==> src/dual_timer_pkg.sv <==
/*
 Shared constants for the dual timer/event counter: register indexes, control
 and interrupt-control bit positions, bus responses, modes and prescaler.
 Assumes a single 250 MHz clock domain and a 32-bit AXI4-Lite register port.
*/
`default_nettype none
package dual_timer_pkg;
    // Clock rate in MHz, kept for reference by derived counts
    localparam int CLK_MHZ = 250;
    // Printed offsets are register indexes; byte address is four times the index
    localparam int ADDR_W = 8;
    localparam int IDX_W = 6;
    localparam logic [IDX_W-1:0] IDX_TIMER8_COUNT_PRELOAD = 6'h0d;
    localparam logic [IDX_W-1:0] IDX_TIMER8_CONTROL = 6'h0e;
    localparam logic [IDX_W-1:0] IDX_TIMER16_HIGH_BYTE = 6'h0f;
    localparam logic [IDX_W-1:0] IDX_TIMER16_LOW_BYTE = 6'h10;
    localparam logic [IDX_W-1:0] IDX_TIMER16_CONTROL = 6'h11;
    localparam logic [IDX_W-1:0] IDX_INTERRUPT_CONTROL = 6'h20;
    // Control register fields
    localparam int CTRL_EDGE_BIT = 3;
    localparam int CTRL_EN_BIT = 4;
    localparam int CTRL_MODE_LSB = 6;
    localparam int CTRL_MODE_MSB = 7;
    // Interrupt control register fields
    localparam int INTERRUPT_CONTROL_REGISTER_IEN8_BIT = 0;
    localparam int INTERRUPT_CONTROL_REGISTER_IEN16_BIT = 1;
    localparam int INTERRUPT_CONTROL_REGISTER_FLAG8_BIT = 5;
    localparam int INTERRUPT_CONTROL_REGISTER_FLAG16_BIT = 6;
    // Bus responses
    localparam logic [1:0] RESP_OKAY = 2'h0;
    localparam logic [1:0] RESP_SLVERR = 2'h2;
    // System clock divided by four for the internal count clock
    localparam int PRESCALE_DIV = 4;
    localparam logic [1:0] PRESCALE_LAST = 2'(PRESCALE_DIV - 1);
    localparam logic [1:0] PRESCALE_ZERO = 2'h0;
    localparam logic [1:0] PRESCALE_STEP = 2'h1;

    typedef enum logic [1:0] {
        MODE_UNUSED = 2'h0,
        MODE_EVENT = 2'h1,
        MODE_TIMER = 2'h2,
        MODE_PULSE = 2'h3
    } mode_e;

    typedef enum logic {
        PW_WAIT = 1'h0,
        PW_MEAS = 1'h1
    } pw_state_e;

    // Word index of a byte address; misaligned addresses map to no register
    function automatic logic [IDX_W:0] reg_index(input logic [ADDR_W-1:0] addr);
        reg_index = (addr[1:0] == 2'h0) ? {1'b0, addr[ADDR_W-1:2]} : {1'b1, 6'h3f};
    endfunction

    // Control byte as read back; unimplemented bits are zero
    function automatic logic [7:0] ctrl_byte(input logic [1:0] mode, input logic en,
                                             input logic edge_sel);
        ctrl_byte = {mode, 1'b0, en, edge_sel, 3'h0};
    endfunction
endpackage
`default_nettype wire

==> src/counter_core.sv <==
/*
 One up-counting timer/event counter of parameter width with preload, reload on
 overflow and single-shot pulse width measurement.
 Assumes the pin is synchronous to aclk and tick is a one-cycle pulse per four clocks.
*/
`timescale 1ns/1ps
`default_nettype none
module counter_core
    import dual_timer_pkg::*;
#(
    parameter int WIDTH = 8
) (
    input wire logic aclk,
    input wire logic aresetn,
    input wire logic [1:0] mode,
    input wire logic edge_sel,
    input wire logic count_enable,
    input wire logic ext_pin,
    input wire logic tick,
    input wire logic hold,
    input wire logic preload_wr,
    input wire logic [WIDTH-1:0] preload_data,
    output logic [WIDTH-1:0] count,
    output logic overflow,
    output logic measure_done
);
    localparam logic [WIDTH-1:0] ALL_ONES = '1;

    logic [WIDTH-1:0] count_reg, count_next;
    logic [WIDTH-1:0] preload_reg, preload_next;
    logic pin_prev_reg, pin_prev_next;
    logic ovf_reg, ovf_next;
    pw_state_e state_reg, state_next;
    logic active_edge, advance;

    always_comb begin
        // Falling edge when the select bit is set, rising otherwise
        active_edge = edge_sel ? (pin_prev_reg & ~ext_pin) : (~pin_prev_reg & ext_pin);
        case (mode_e'(mode))
            MODE_EVENT: advance = active_edge;
            MODE_TIMER: advance = tick;
            MODE_PULSE: advance = (state_reg == PW_MEAS) & tick;
            default: advance = 1'b0;
        endcase
        // Reads freeze the count clock; an event in that cycle is lost
        advance = advance & count_enable & ~hold;
        state_next = state_reg;
        measure_done = 1'b0;
        if (!count_enable || mode_e'(mode) != MODE_PULSE) begin
            state_next = PW_WAIT;
        end else begin
            case (state_reg)
                PW_WAIT: begin
                    if (active_edge) begin
                        state_next = PW_MEAS;
                    end
                end
                PW_MEAS: begin
                    // Back at the original level: one measurement only
                    if (ext_pin == edge_sel) begin
                        state_next = PW_WAIT;
                        measure_done = 1'b1;
                    end
                end
                default: state_next = PW_WAIT;
            endcase
        end
        preload_next = preload_wr ? preload_data : preload_reg;
        pin_prev_next = ext_pin;
        count_next = count_reg;
        ovf_next = 1'b0;
        if (preload_wr && !count_enable) begin
            count_next = preload_data;
        end else if (advance) begin
            if (count_reg == ALL_ONES) begin
                count_next = preload_next;
                ovf_next = 1'b1;
            end else begin
                count_next = count_reg + 1'b1;
            end
        end
    end

    always_ff @(posedge aclk) begin
        if (!aresetn) begin
            count_reg <= '0;
            preload_reg <= '0;
            pin_prev_reg <= 1'b0;
            ovf_reg <= 1'b0;
            state_reg <= PW_WAIT;
        end else begin
            count_reg <= count_next;
            preload_reg <= preload_next;
            pin_prev_reg <= pin_prev_next;
            ovf_reg <= ovf_next;
            state_reg <= state_next;
        end
    end

    assign count = count_reg;
    assign overflow = ovf_reg;
endmodule // counter_core
`default_nettype wire

==> src/dual_timer_event_counter.sv <==
/*
 Two timer/event counters, 8-bit and 16-bit, behind an AXI4-Lite register slave,
 with interrupt request flags, interrupt enables and a wake-up pulse.
 Assumes timer pins are synchronous to aclk and the master keeps AXI4-Lite rules.
*/
// Chosen here: register access over AXI4-Lite.
`timescale 1ns/1ps
`default_nettype none
module dual_timer_event_counter
    import dual_timer_pkg::*;
(
    input wire logic aclk,
    input wire logic aresetn,
    input wire logic [ADDR_W-1:0] awaddr,
    input wire logic [2:0] awprot,
    input wire logic awvalid,
    output logic awready,
    input wire logic [31:0] wdata,
    input wire logic [3:0] wstrb,
    input wire logic wvalid,
    output logic wready,
    output logic [1:0] bresp,
    output logic bvalid,
    input wire logic bready,
    input wire logic [ADDR_W-1:0] araddr,
    input wire logic [2:0] arprot,
    input wire logic arvalid,
    output logic arready,
    output logic [31:0] rdata,
    output logic [1:0] rresp,
    output logic rvalid,
    input wire logic rready,
    input wire logic timer8_pin,
    input wire logic timer16_pin,
    output logic timer8_irq,
    output logic timer16_irq,
    output logic wakeup
);
    logic aw_have_reg, aw_have_next, w_have_reg, w_have_next;
    logic [ADDR_W-1:0] aw_addr_reg, aw_addr_next;
    logic [7:0] w_data_reg, w_data_next;
    logic w_lane_reg, w_lane_next;
    logic awready_reg, awready_next, wready_reg, wready_next;
    logic bvalid_reg, bvalid_next, arready_reg, arready_next, rvalid_reg, rvalid_next;
    logic [1:0] bresp_reg, bresp_next, rresp_reg, rresp_next;
    logic [31:0] rdata_reg, rdata_next;
    logic [1:0] mode8_reg, mode8_next, mode16_reg, mode16_next;
    logic edge8_reg, edge8_next, edge16_reg, edge16_next;
    logic en8_reg, en8_next, en16_reg, en16_next;
    logic ien8_reg, ien8_next, ien16_reg, ien16_next;
    logic flag8_reg, flag8_next, flag16_reg, flag16_next;
    logic [7:0] low_buf_reg, low_buf_next;
    logic [1:0] prescale_reg, prescale_next;
    logic irq8_reg, irq8_next, irq16_reg, irq16_next, wake_reg, wake_next;
    logic do_write, do_read, wr_ok;
    logic [IDX_W:0] wr_idx, rd_idx;
    logic hold8, hold16, tick, pre8_wr, pre16_wr;
    logic [7:0] count8;
    logic [15:0] count16;
    logic ovf8, ovf16, done8, done16;

    // Prescaler shared by both counters
    always_comb begin
        prescale_next = (prescale_reg == PRESCALE_LAST) ? PRESCALE_ZERO
                                                        : prescale_reg + PRESCALE_STEP;
        tick = (prescale_reg == PRESCALE_LAST);
    end

    // Bus channels
    always_comb begin
        do_write = aw_have_reg && w_have_reg && !bvalid_reg;
        do_read = arvalid && arready_reg;
        wr_idx = reg_index(aw_addr_reg);
        rd_idx = reg_index(araddr);
        wr_ok = do_write && w_lane_reg;
        aw_have_next = aw_have_reg;
        aw_addr_next = aw_addr_reg;
        w_have_next = w_have_reg;
        w_data_next = w_data_reg;
        w_lane_next = w_lane_reg;
        if (awvalid && awready_reg) begin
            aw_have_next = 1'b1;
            aw_addr_next = awaddr;
        end
        if (wvalid && wready_reg) begin
            w_have_next = 1'b1;
            w_data_next = wdata[7:0];
            w_lane_next = wstrb[0];
        end
        bvalid_next = bvalid_reg;
        bresp_next = bresp_reg;
        if (bvalid_reg && bready) begin
            bvalid_next = 1'b0;
        end
        if (do_write) begin
            aw_have_next = 1'b0;
            w_have_next = 1'b0;
            bvalid_next = 1'b1;
            case (wr_idx)
                {1'b0, IDX_TIMER8_COUNT_PRELOAD}, {1'b0, IDX_TIMER8_CONTROL},
                {1'b0, IDX_TIMER16_HIGH_BYTE}, {1'b0, IDX_TIMER16_LOW_BYTE},
                {1'b0, IDX_TIMER16_CONTROL}, {1'b0, IDX_INTERRUPT_CONTROL}:
                    bresp_next = RESP_OKAY;
                default: bresp_next = RESP_SLVERR;
            endcase
        end
        // A new address or data item waits until the response has been taken
        awready_next = !aw_have_next && !bvalid_next;
        wready_next = !w_have_next && !bvalid_next;

        rvalid_next = rvalid_reg;
        rdata_next = rdata_reg;
        rresp_next = rresp_reg;
        low_buf_next = low_buf_reg;
        hold8 = 1'b0;
        hold16 = 1'b0;
        if (wr_ok && wr_idx == {1'b0, IDX_TIMER16_LOW_BYTE}) begin
            low_buf_next = w_data_reg;
        end
        if (rvalid_reg && rready) begin
            rvalid_next = 1'b0;
        end
        if (do_read) begin
            rvalid_next = 1'b1;
            rresp_next = RESP_OKAY;
            rdata_next = 32'h0;
            case (rd_idx)
                {1'b0, IDX_TIMER8_COUNT_PRELOAD}: begin
                    rdata_next[7:0] = count8;
                    hold8 = 1'b1;
                end
                {1'b0, IDX_TIMER8_CONTROL}: rdata_next[7:0] = ctrl_byte(mode8_reg, en8_reg, edge8_reg);
                {1'b0, IDX_TIMER16_HIGH_BYTE}: begin
                    rdata_next[7:0] = count16[15:8];
                    low_buf_next = count16[7:0];
                    hold16 = 1'b1;
                end
                {1'b0, IDX_TIMER16_LOW_BYTE}: rdata_next[7:0] = low_buf_reg;
                {1'b0, IDX_TIMER16_CONTROL}: rdata_next[7:0] = ctrl_byte(mode16_reg, en16_reg, edge16_reg);
                {1'b0, IDX_INTERRUPT_CONTROL}: begin
                    rdata_next[INTERRUPT_CONTROL_REGISTER_IEN8_BIT] = ien8_reg;
                    rdata_next[INTERRUPT_CONTROL_REGISTER_IEN16_BIT] = ien16_reg;
                    rdata_next[INTERRUPT_CONTROL_REGISTER_FLAG8_BIT] = flag8_reg;
                    rdata_next[INTERRUPT_CONTROL_REGISTER_FLAG16_BIT] = flag16_reg;
                end
                default: rresp_next = RESP_SLVERR;
            endcase
        end
        // A new read address only while no read data is pending; arready is low during reset and rises one cycle after it
        arready_next = !rvalid_next;
    end

    // Control, flags and outputs
    always_comb begin
        pre8_wr = wr_ok && wr_idx == {1'b0, IDX_TIMER8_COUNT_PRELOAD};
        pre16_wr = wr_ok && wr_idx == {1'b0, IDX_TIMER16_HIGH_BYTE};
        mode8_next = mode8_reg;
        edge8_next = edge8_reg;
        en8_next = en8_reg;
        mode16_next = mode16_reg;
        edge16_next = edge16_reg;
        en16_next = en16_reg;
        // Hardware clear only comes from pulse mode; software write wins to re-arm
        if (done8) begin
            en8_next = 1'b0;
        end
        if (done16) begin
            en16_next = 1'b0;
        end
        if (wr_ok && wr_idx == {1'b0, IDX_TIMER8_CONTROL}) begin
            mode8_next = w_data_reg[CTRL_MODE_MSB:CTRL_MODE_LSB];
            edge8_next = w_data_reg[CTRL_EDGE_BIT];
            en8_next = w_data_reg[CTRL_EN_BIT];
        end
        if (wr_ok && wr_idx == {1'b0, IDX_TIMER16_CONTROL}) begin
            mode16_next = w_data_reg[CTRL_MODE_MSB:CTRL_MODE_LSB];
            edge16_next = w_data_reg[CTRL_EDGE_BIT];
            en16_next = w_data_reg[CTRL_EN_BIT];
        end
        ien8_next = ien8_reg;
        ien16_next = ien16_reg;
        flag8_next = flag8_reg;
        flag16_next = flag16_reg;
        if (wr_ok && wr_idx == {1'b0, IDX_INTERRUPT_CONTROL}) begin
            ien8_next = w_data_reg[INTERRUPT_CONTROL_REGISTER_IEN8_BIT];
            ien16_next = w_data_reg[INTERRUPT_CONTROL_REGISTER_IEN16_BIT];
            flag8_next = w_data_reg[INTERRUPT_CONTROL_REGISTER_FLAG8_BIT];
            flag16_next = w_data_reg[INTERRUPT_CONTROL_REGISTER_FLAG16_BIT];
        end
        // Overflow set beats a clear in the same cycle
        flag8_next = flag8_next | ovf8;
        flag16_next = flag16_next | ovf16;
        irq8_next = flag8_next & ien8_next;
        irq16_next = flag16_next & ien16_next;
        wake_next = ovf8 | ovf16;
    end

    always_ff @(posedge aclk) begin
        if (!aresetn) begin
            aw_have_reg <= 1'b0;
            aw_addr_reg <= '0;
            w_have_reg <= 1'b0;
            w_data_reg <= 8'h0;
            w_lane_reg <= 1'b0;
            awready_reg <= 1'b0;
            wready_reg <= 1'b0;
            bvalid_reg <= 1'b0;
            bresp_reg <= RESP_OKAY;
            arready_reg <= 1'b0;
            rvalid_reg <= 1'b0;
            rresp_reg <= RESP_OKAY;
            rdata_reg <= 32'h0;
            mode8_reg <= MODE_UNUSED;
            mode16_reg <= MODE_UNUSED;
            edge8_reg <= 1'b0;
            edge16_reg <= 1'b0;
            en8_reg <= 1'b0;
            en16_reg <= 1'b0;
            ien8_reg <= 1'b0;
            ien16_reg <= 1'b0;
            flag8_reg <= 1'b0;
            flag16_reg <= 1'b0;
            low_buf_reg <= 8'h0;
            prescale_reg <= PRESCALE_ZERO;
            irq8_reg <= 1'b0;
            irq16_reg <= 1'b0;
            wake_reg <= 1'b0;
        end else begin
            aw_have_reg <= aw_have_next;
            aw_addr_reg <= aw_addr_next;
            w_have_reg <= w_have_next;
            w_data_reg <= w_data_next;
            w_lane_reg <= w_lane_next;
            awready_reg <= awready_next;
            wready_reg <= wready_next;
            bvalid_reg <= bvalid_next;
            bresp_reg <= bresp_next;
            arready_reg <= arready_next;
            rvalid_reg <= rvalid_next;
            rresp_reg <= rresp_next;
            rdata_reg <= rdata_next;
            mode8_reg <= mode8_next;
            mode16_reg <= mode16_next;
            edge8_reg <= edge8_next;
            edge16_reg <= edge16_next;
            en8_reg <= en8_next;
            en16_reg <= en16_next;
            ien8_reg <= ien8_next;
            ien16_reg <= ien16_next;
            flag8_reg <= flag8_next;
            flag16_reg <= flag16_next;
            low_buf_reg <= low_buf_next;
            prescale_reg <= prescale_next;
            irq8_reg <= irq8_next;
            irq16_reg <= irq16_next;
            wake_reg <= wake_next;
        end
    end

    counter_core #(.WIDTH(8)) timer8 (
        .aclk(aclk),
        .aresetn(aresetn),
        .mode(mode8_reg),
        .edge_sel(edge8_reg),
        .count_enable(en8_reg),
        .ext_pin(timer8_pin),
        .tick(tick),
        .hold(hold8),
        .preload_wr(pre8_wr),
        .preload_data(w_data_reg),
        .count(count8),
        .overflow(ovf8),
        .measure_done(done8)
    );

    counter_core #(.WIDTH(16)) timer16 (
        .aclk(aclk),
        .aresetn(aresetn),
        .mode(mode16_reg),
        .edge_sel(edge16_reg),
        .count_enable(en16_reg),
        .ext_pin(timer16_pin),
        .tick(tick),
        .hold(hold16),
        .preload_wr(pre16_wr),
        .preload_data({w_data_reg, low_buf_reg}),
        .count(count16),
        .overflow(ovf16),
        .measure_done(done16)
    );

    assign awready = awready_reg;
    assign wready = wready_reg;
    assign bvalid = bvalid_reg;
    assign bresp = bresp_reg;
    assign arready = arready_reg;
    assign rvalid = rvalid_reg;
    assign rresp = rresp_reg;
    assign rdata = rdata_reg;
    assign timer8_irq = irq8_reg;
    assign timer16_irq = irq16_reg;
    assign wakeup = wake_reg;
endmodule // dual_timer_event_counter
`default_nettype wire

==> config.mk <==
export PLATFORM = sky130hd
export DESIGN_NAME = dual_timer_event_counter
export DESIGN_NICKNAME = d
export VERILOG_FILES = /design/src/dual_timer_pkg.sv /design/src/counter_core.sv /design/src/dual_timer_event_counter.sv
export SDC_FILE = /design/constraint.sdc
export NUM_CORES = 1
export LEC_CHECK = 0
export ABC_CLOCK_PERIOD_IN_PS = 4340
export BUFFER_PORTS_ARGS = -buffer_cell sky130_fd_sc_hd__buf_2
export CELL_PAD_IN_SITES_DETAIL_PLACEMENT = 1
export CELL_PAD_IN_SITES_GLOBAL_PLACEMENT = 1
export CORE_MARGIN = 10
export CORE_UTILIZATION = 45
export DETAILED_ROUTE_END_ITERATION = 8
export PLACE_DENSITY_LB_ADDON = 0.1
export SYNTH_ARGS = -nofsm -noshare
export SYNTH_HDL_FRONTEND = slang
export SYNTH_SLANG_ARGS = --single-unit
==> constraint.sdc <==
create_clock -name aclk -period 4.34 [get_ports aclk]
set_clock_uncertainty 0.15 [all_clocks]
set_input_delay 0.434 -clock aclk [delete_from_list [all_inputs] [get_ports aclk]]
set_output_delay 0.434 -clock aclk [all_outputs]
set_load 0.02 [all_outputs]
### Word-level counts from Yosys, hierarchy flattened

Cells that the tools add are included.

| storage, ports and cells | value |
|---|---|
| register bits after elaboration | 115 |
| output and inout bits | 44 |
| input bits | 67 |

| cells by class | value |
|---|---|
| equality and inequality tests | 25 |
| multiplexer cells | 57 |
| reductions and logical operators | 40 |
| bitwise operators | 26 |
| $add $sub $neg | 3 |

Operators with widths:

| operator | count |
|---|---|
| two-way mux 16 bit | 4 |
| two-way mux 8 bit | 7 |
| equality test 7 x 4 -> 1 bit, second input constant | 6 |
| two-way mux 1 bit | 34 |
| equality test 7 x 5 -> 1 bit, second input constant | 4 |
| logical AND 1 bit | 18 |
| adder 16 x 1 -> 16 bit, second input constant | 1 |
| equality test 16 bit, second input constant | 1 |
| case mux 3 bit (5 select lines) | 1 |
| equality test 7 x 6 -> 1 bit, second input constant | 2 |
| two-way mux 7 bit | 2 |
| bitwise AND 1 bit | 12 |
| case mux 2 bit (6 select lines) | 1 |
| OR reduction 6 bit | 2 |
| inverter 1 bit | 11 |
| equality test 2 bit, second input constant | 5 |
| adder 8 x 1 -> 8 bit, second input constant | 1 |
| equality test 8 bit, second input constant | 1 |
| case mux 2 bit (4 select lines) | 1 |
| nonzero test 2 bit | 4 |
| zero test 1 bit | 7 |
| case mux 1 bit (3 select lines) | 2 |
| OR reduction 2 bit | 3 |
| OR reduction 3 bit | 2 |
| other kinds (10) | 19 |

### Longest topological paths before layout

| logic depth | value |
|---|---|
| depth after elaboration | 9 |
| gate-level depth with buffers | 8 |
| depth with buffers taken out | 6 |

### By module

From an unflattened synthesis, not the netlist that was laid out.

| unflattened totals | value |
|---|---|
| cells, all modules | 717 |
| area, all modules | 6052.1 µm² |

Modules (own cells, without submodules):

| module | instances | cells each | sequential area each (µm²) | area each (µm²) |
|---|---|---|---|---|
| dual_timer_event_counter | 1 | 371 | 1181.1 | 3124.2 |
| counter_core (timer16) | 1 | 229 | 700.7 | 1901.8 |
| counter_core (timer8) | 1 | 117 | 380.4 | 1026.0 |

### Worst setup path before layout

Ideal clock, no wire load.

| timing path | value |
|---|---|
| path type | flip-flop to flip-flop |
| start point | reg timer8.count_reg[0], in the netlist timer8.count[0] |
| end point | reg timer8.count_reg[2], in the netlist timer8.count[2] |
| cell stages (with the launch flop) | 9 |
| buffers on the path | 2 |
| slack | 2157 ps |
| period minus slack after synthesis | 2183 ps |
| setup time | 115 ps |
| arrival | 1918 ps |
| path through | dfxtp_1 > ha_1 > clkbuf_1 > and4_1 > and2_1 > buf_1 > and3_1 > o32a_1 > o21a_1 |

| between the ends | value |
|---|---|
| longest elaborated chain between the ends | 4 |
| elaborated cells on any way between the ends | 5 |

RTL lines:

| element | RTL line | RTL |
|---|---|---|
| from (decl) | counter_core.sv:29 | `logic [WIDTH-1:0] count_reg, count_next;` |
| from (signal assigned) | counter_core.sv:92 | `count_reg <= count_next;` |
| adder 8 x 1 -> 8 bit / equality test 8 bit (equally long branches) | counter_core.sv:79, counter_core.sv:75 |  |
| two-way mux 8 bit * | counter_core.sv:75 | `if (count_reg == ALL_ONES) begin` |
| two-way mux 8 bit * | counter_core.sv:74 | `end else if (advance) begin` |
| two-way mux 8 bit * | counter_core.sv:72 | `if (preload_wr && !count_enable) begin` |

Every way passes the cells marked *; elsewhere a longest branch is shown, timed or not. The select of a mux whose other input is x is not followed.
A chain may end at the register's enable or synchronous reset.

### Worst setup path in the final report

| timing path | value |
|---|---|
| start point | reg timer16.count_reg[1], in the netlist timer16.count[1] |
| end point | reg timer16.count_reg[10], in the netlist timer16.count[10] |

| between the ends | value |
|---|---|
| longest elaborated chain between the ends | 4 |
| elaborated cells on any way between the ends | 5 |

RTL lines:

| element | RTL line |
|---|---|
| from (decl) | counter_core.sv:29 |
| from (signal assigned) | counter_core.sv:92 |
| adder 16 x 1 -> 16 bit / equality test 16 bit (equally long branches) | counter_core.sv:79, counter_core.sv:75 |
| two-way mux 16 bit * | counter_core.sv:75 |
| two-way mux 16 bit * | counter_core.sv:74 |
| two-way mux 16 bit * | counter_core.sv:72 |

Marks and branches as above.

==> impl_metrics.env <==
export IMPL_boundaryPins=111
export IMPL_first_global_vias=5557
export IMPL_antenna_found_initial=0
export IMPL_internal_power_mw=2.00
export IMPL_max_slew_margin_rel_pct=42.6
export IMPL_required_ns=4.52
export IMPL_num_antenna_cells=0
export IMPL_postRouteAntennaNets=0
export IMPL_part_of_the_cycle_the_worst_path_needs_pct=63.6
export IMPL_power_static_leakage_nw=2.80
export IMPL_rows=41
export IMPL_cts_post_setup_buffers_inserted=0
export IMPL_ys_async_sr_fraction_pct=0
export IMPL_drt_wl_total_um=18700
export IMPL_initial_utilization_pct=46.1
export IMPL_cts_sink_count=113
export IMPL_power_ir_vdd_worst_uv=270
export IMPL_setup_slack_after_placement_ns=1.70
export IMPL_groute_usage_overall_pct=20.8
export IMPL_critical_path_arrival_ns=2.94
export IMPL_netlist_area_leader_share_pct=38.7
export IMPL_rsz0062_at_grt="false"
export IMPL_cap_viol_max_count=0
export IMPL_maxSlewViolCount=0
export IMPL_layout_cells_most_common_list="113 x dfxtp_1, 69 x nor2_1, 69 x nand2_1"
export IMPL_gp_congestion=0.927
export IMPL_timing_final_ws_setup_ns=1.58
export IMPL_tritoncts_num_buffers=17
export IMPL_core_area_um2=12700
export IMPL_cts_root_buf="clkbuf_16"
export IMPL_net_switching_power_mw=0.591
export IMPL_nFillCells=1519
export IMPL_grt_pass1_wl_um=29900
export IMPL_route_vias_total=5280
export IMPL_layout_commonest_cell="dfxtp_1"
export IMPL_worst_path_max_fanout=8
export IMPL_cts_root_to_sink_buffers=2
export IMPL_clock_power_share_pct=52.4
export IMPL_finalNetCount=795
export IMPL_timing_critical_path_from_type="register"
export IMPL_synthCells=689
export IMPL_ys_flop_type="dfxtp_1"
export IMPL_drt_first_iter_violations=339
export IMPL_ys_types=67
export IMPL_drc_errors=0
export IMPL_critPathKind="reg2reg"
export IMPL_max_clock_freq_mhz=362
export IMPL_cts_tree="yes"
export IMPL_period_minus_slack_ns=2.76
export IMPL_hold_buffers=0
export IMPL_number_of_failing_hold_endpoints_at_the_final_stage=0
export IMPL_power_per_cell_area_nw_per_um2=388
export IMPL_share_seq_of_total_power_pct=41.9
export IMPL_setup_total_negative_slack_ns=0
export IMPL_synth_edff_count=0
export IMPL_status="finished clean"
export IMPL_length_of_the_first_detailed_routing_pass_in_iterations=5
export IMPL_cts_resized=0
export IMPL_chipHeight_um=134
export IMPL_synth_largest_area_cell="dfxtp_1"
export IMPL_drive_above_1_share_pct=14.7
export IMPL_max_slew_worst_pin_slew_ns=0.861
export IMPL_fp_dieW_um=134
export IMPL_swShare_pct=22.8
export IMPL_vias_per_cell=5.81
export IMPL_synth_seq_cells=113
export IMPL_setup_worst_path_end_class="register"
export IMPL_min_path_type="in2reg"
export IMPL_postSynthAreaPerCell_um2=8.48
export IMPL_wl_per_cell_um=20.6
export IMPL_insertion_delay_ns=0.42
export IMPL_synth_seq_area_share_pct=38.7
export IMPL_ctsHtreeMaxLevel=4
export IMPL_finalSetupViolCount=0
export IMPL_combPwrFrac_pct=5.7
export IMPL_grt_residual_overflow=0
export IMPL_synth_yosys_warnings=0
export IMPL_port_buffer_count=51
export IMPL_total_power_mw=2.59
export IMPL_post_synth_instance_area_um2=5840
export IMPL_area_growth_syn_to_layout_pct=14.3
export IMPL_clkSlewWorstSetupHoldPaths_ns=0.05
export IMPL_detailed_place_hpwl_um=13200
export IMPL_largest_net_degree_at_the_start_of_global_routing=48
export IMPL_die_area_um2=17900
export IMPL_post_synth_main_area_contributors="dfxtp_1 39%, mux2i_1 8.2%, nand2_1 4.4%"
export IMPL_regToRegSetupSlack_ns=1.58
==> stage by stage <==
stage	area [um2]	hold slack [ns]	cells	utilization, %
after floorplan	5940	0.258	714	-
after global placement	6100	0.266	878	48.2
after detailed placement	6100	0.281	878	48.2
after CTS	6680	0.0931	908	52.7
after global routing	6680	0.112	908	52.7
final	6680	0.102	908	52.7
==> per-layer routing <==
layer | routed length [um] | track usage (%)
met3 | 735 | 4.52
met5 | 0 | 0
met2 | 9530 | 36.6
met1 | 8150 | 24.4
met4 | 295 | 6.95
==> critical path, stage by stage, from the launching register on <==
cell	delay (ns)
dfxtp_1	0.45
ha_1	0.28
nand4_2	0.18
nor4_1	0.66
nand2_1	0.45
o2111a_1	0.36
nor3_1	0.14
==> final timing paths <==
check | start | to | cells after the start
max | timer16.count[1] | timer16.count[10] | 6
max reg2reg | timer16.count[1] | timer16.count[10] | 6
min reg2reg | prescale_reg[0] | prescale_reg[0] | 1
min | wdata[1] | w_data_reg[1] | 3
==> synth_stat cells (all sizes together), types with 4 or more instances <==
| cell | count |
|---|---|
| and3 | 10 |
| clkbuf | 30 |
| nand2b | 5 |
| xor2 | 7 |
| nor2 | 70 |
| dfxtp | 113 |
| xnor2 | 5 |
| a32o | 8 |
| o21a | 9 |
| mux2 | 5 |
| or4 | 6 |
| a211oi | 18 |
| buf | 38 |
| nor3 | 16 |
| nand4 | 14 |
| nand2 | 69 |
| or3 | 5 |
| a21oi | 44 |
| nand3 | 16 |
| inv | 12 |
| o21ai | 35 |
| nor3b | 5 |
| a311oi | 4 |
| o22ai | 6 |
| o2bb2ai | 15 |
| and2 | 13 |
| mux2i | 48 |
| a31oi | 6 |
| nor4 | 6 |
==> power by group through the flow <==
stage	logic, mW	clock network [mW]	registers, mW
after floorplan	0.110	0	1.10
after global placement	0.140	0	1.10
after detailed placement	0.145	0	1.11
after CTS	0.146	1.38	1.08
after global routing	0.163	1.42	1.09
final	0.147	1.36	1.09
==> cell families (layout without fill, tap and decap cells) <==
| logic type | count (synthesis) | in the layout | synth area share (%) |
|---|---|---|---|
| adder cells (fa/ha/maj) | 3 | 3 | 0.643 |
| multiplexers | 53 | 53 | 9.19 |
| flip-flops | 113 | 113 | 38.7 |
| AND/OR/NAND/NOR | 253 | 253 | 22.4 |
| XOR/XNOR | 12 | 12 | 1.80 |
| other | 1 | 26 | 0.0642 |
| AO/OA/AOI/OAI | 173 | 173 | 20.0 |
| buffers and inverters | 81 | 103 | 7.17 |
==> cell type report <==
type | count | area (um2) | area share [%]
inverter | 13 | 48.8 | 0.731
timing repair buffer | 60 | 323 | 4.84
clock buffer | 24 | 492 | 7.37
sequential | 113 | 2260 | 33.9
tap | 172 | 215 | 3.22
clock inverter | 6 | 80.1 | 1.20
multi-input combinational | 520 | 3250 | 48.8
(Power assumes the default switching activity.)
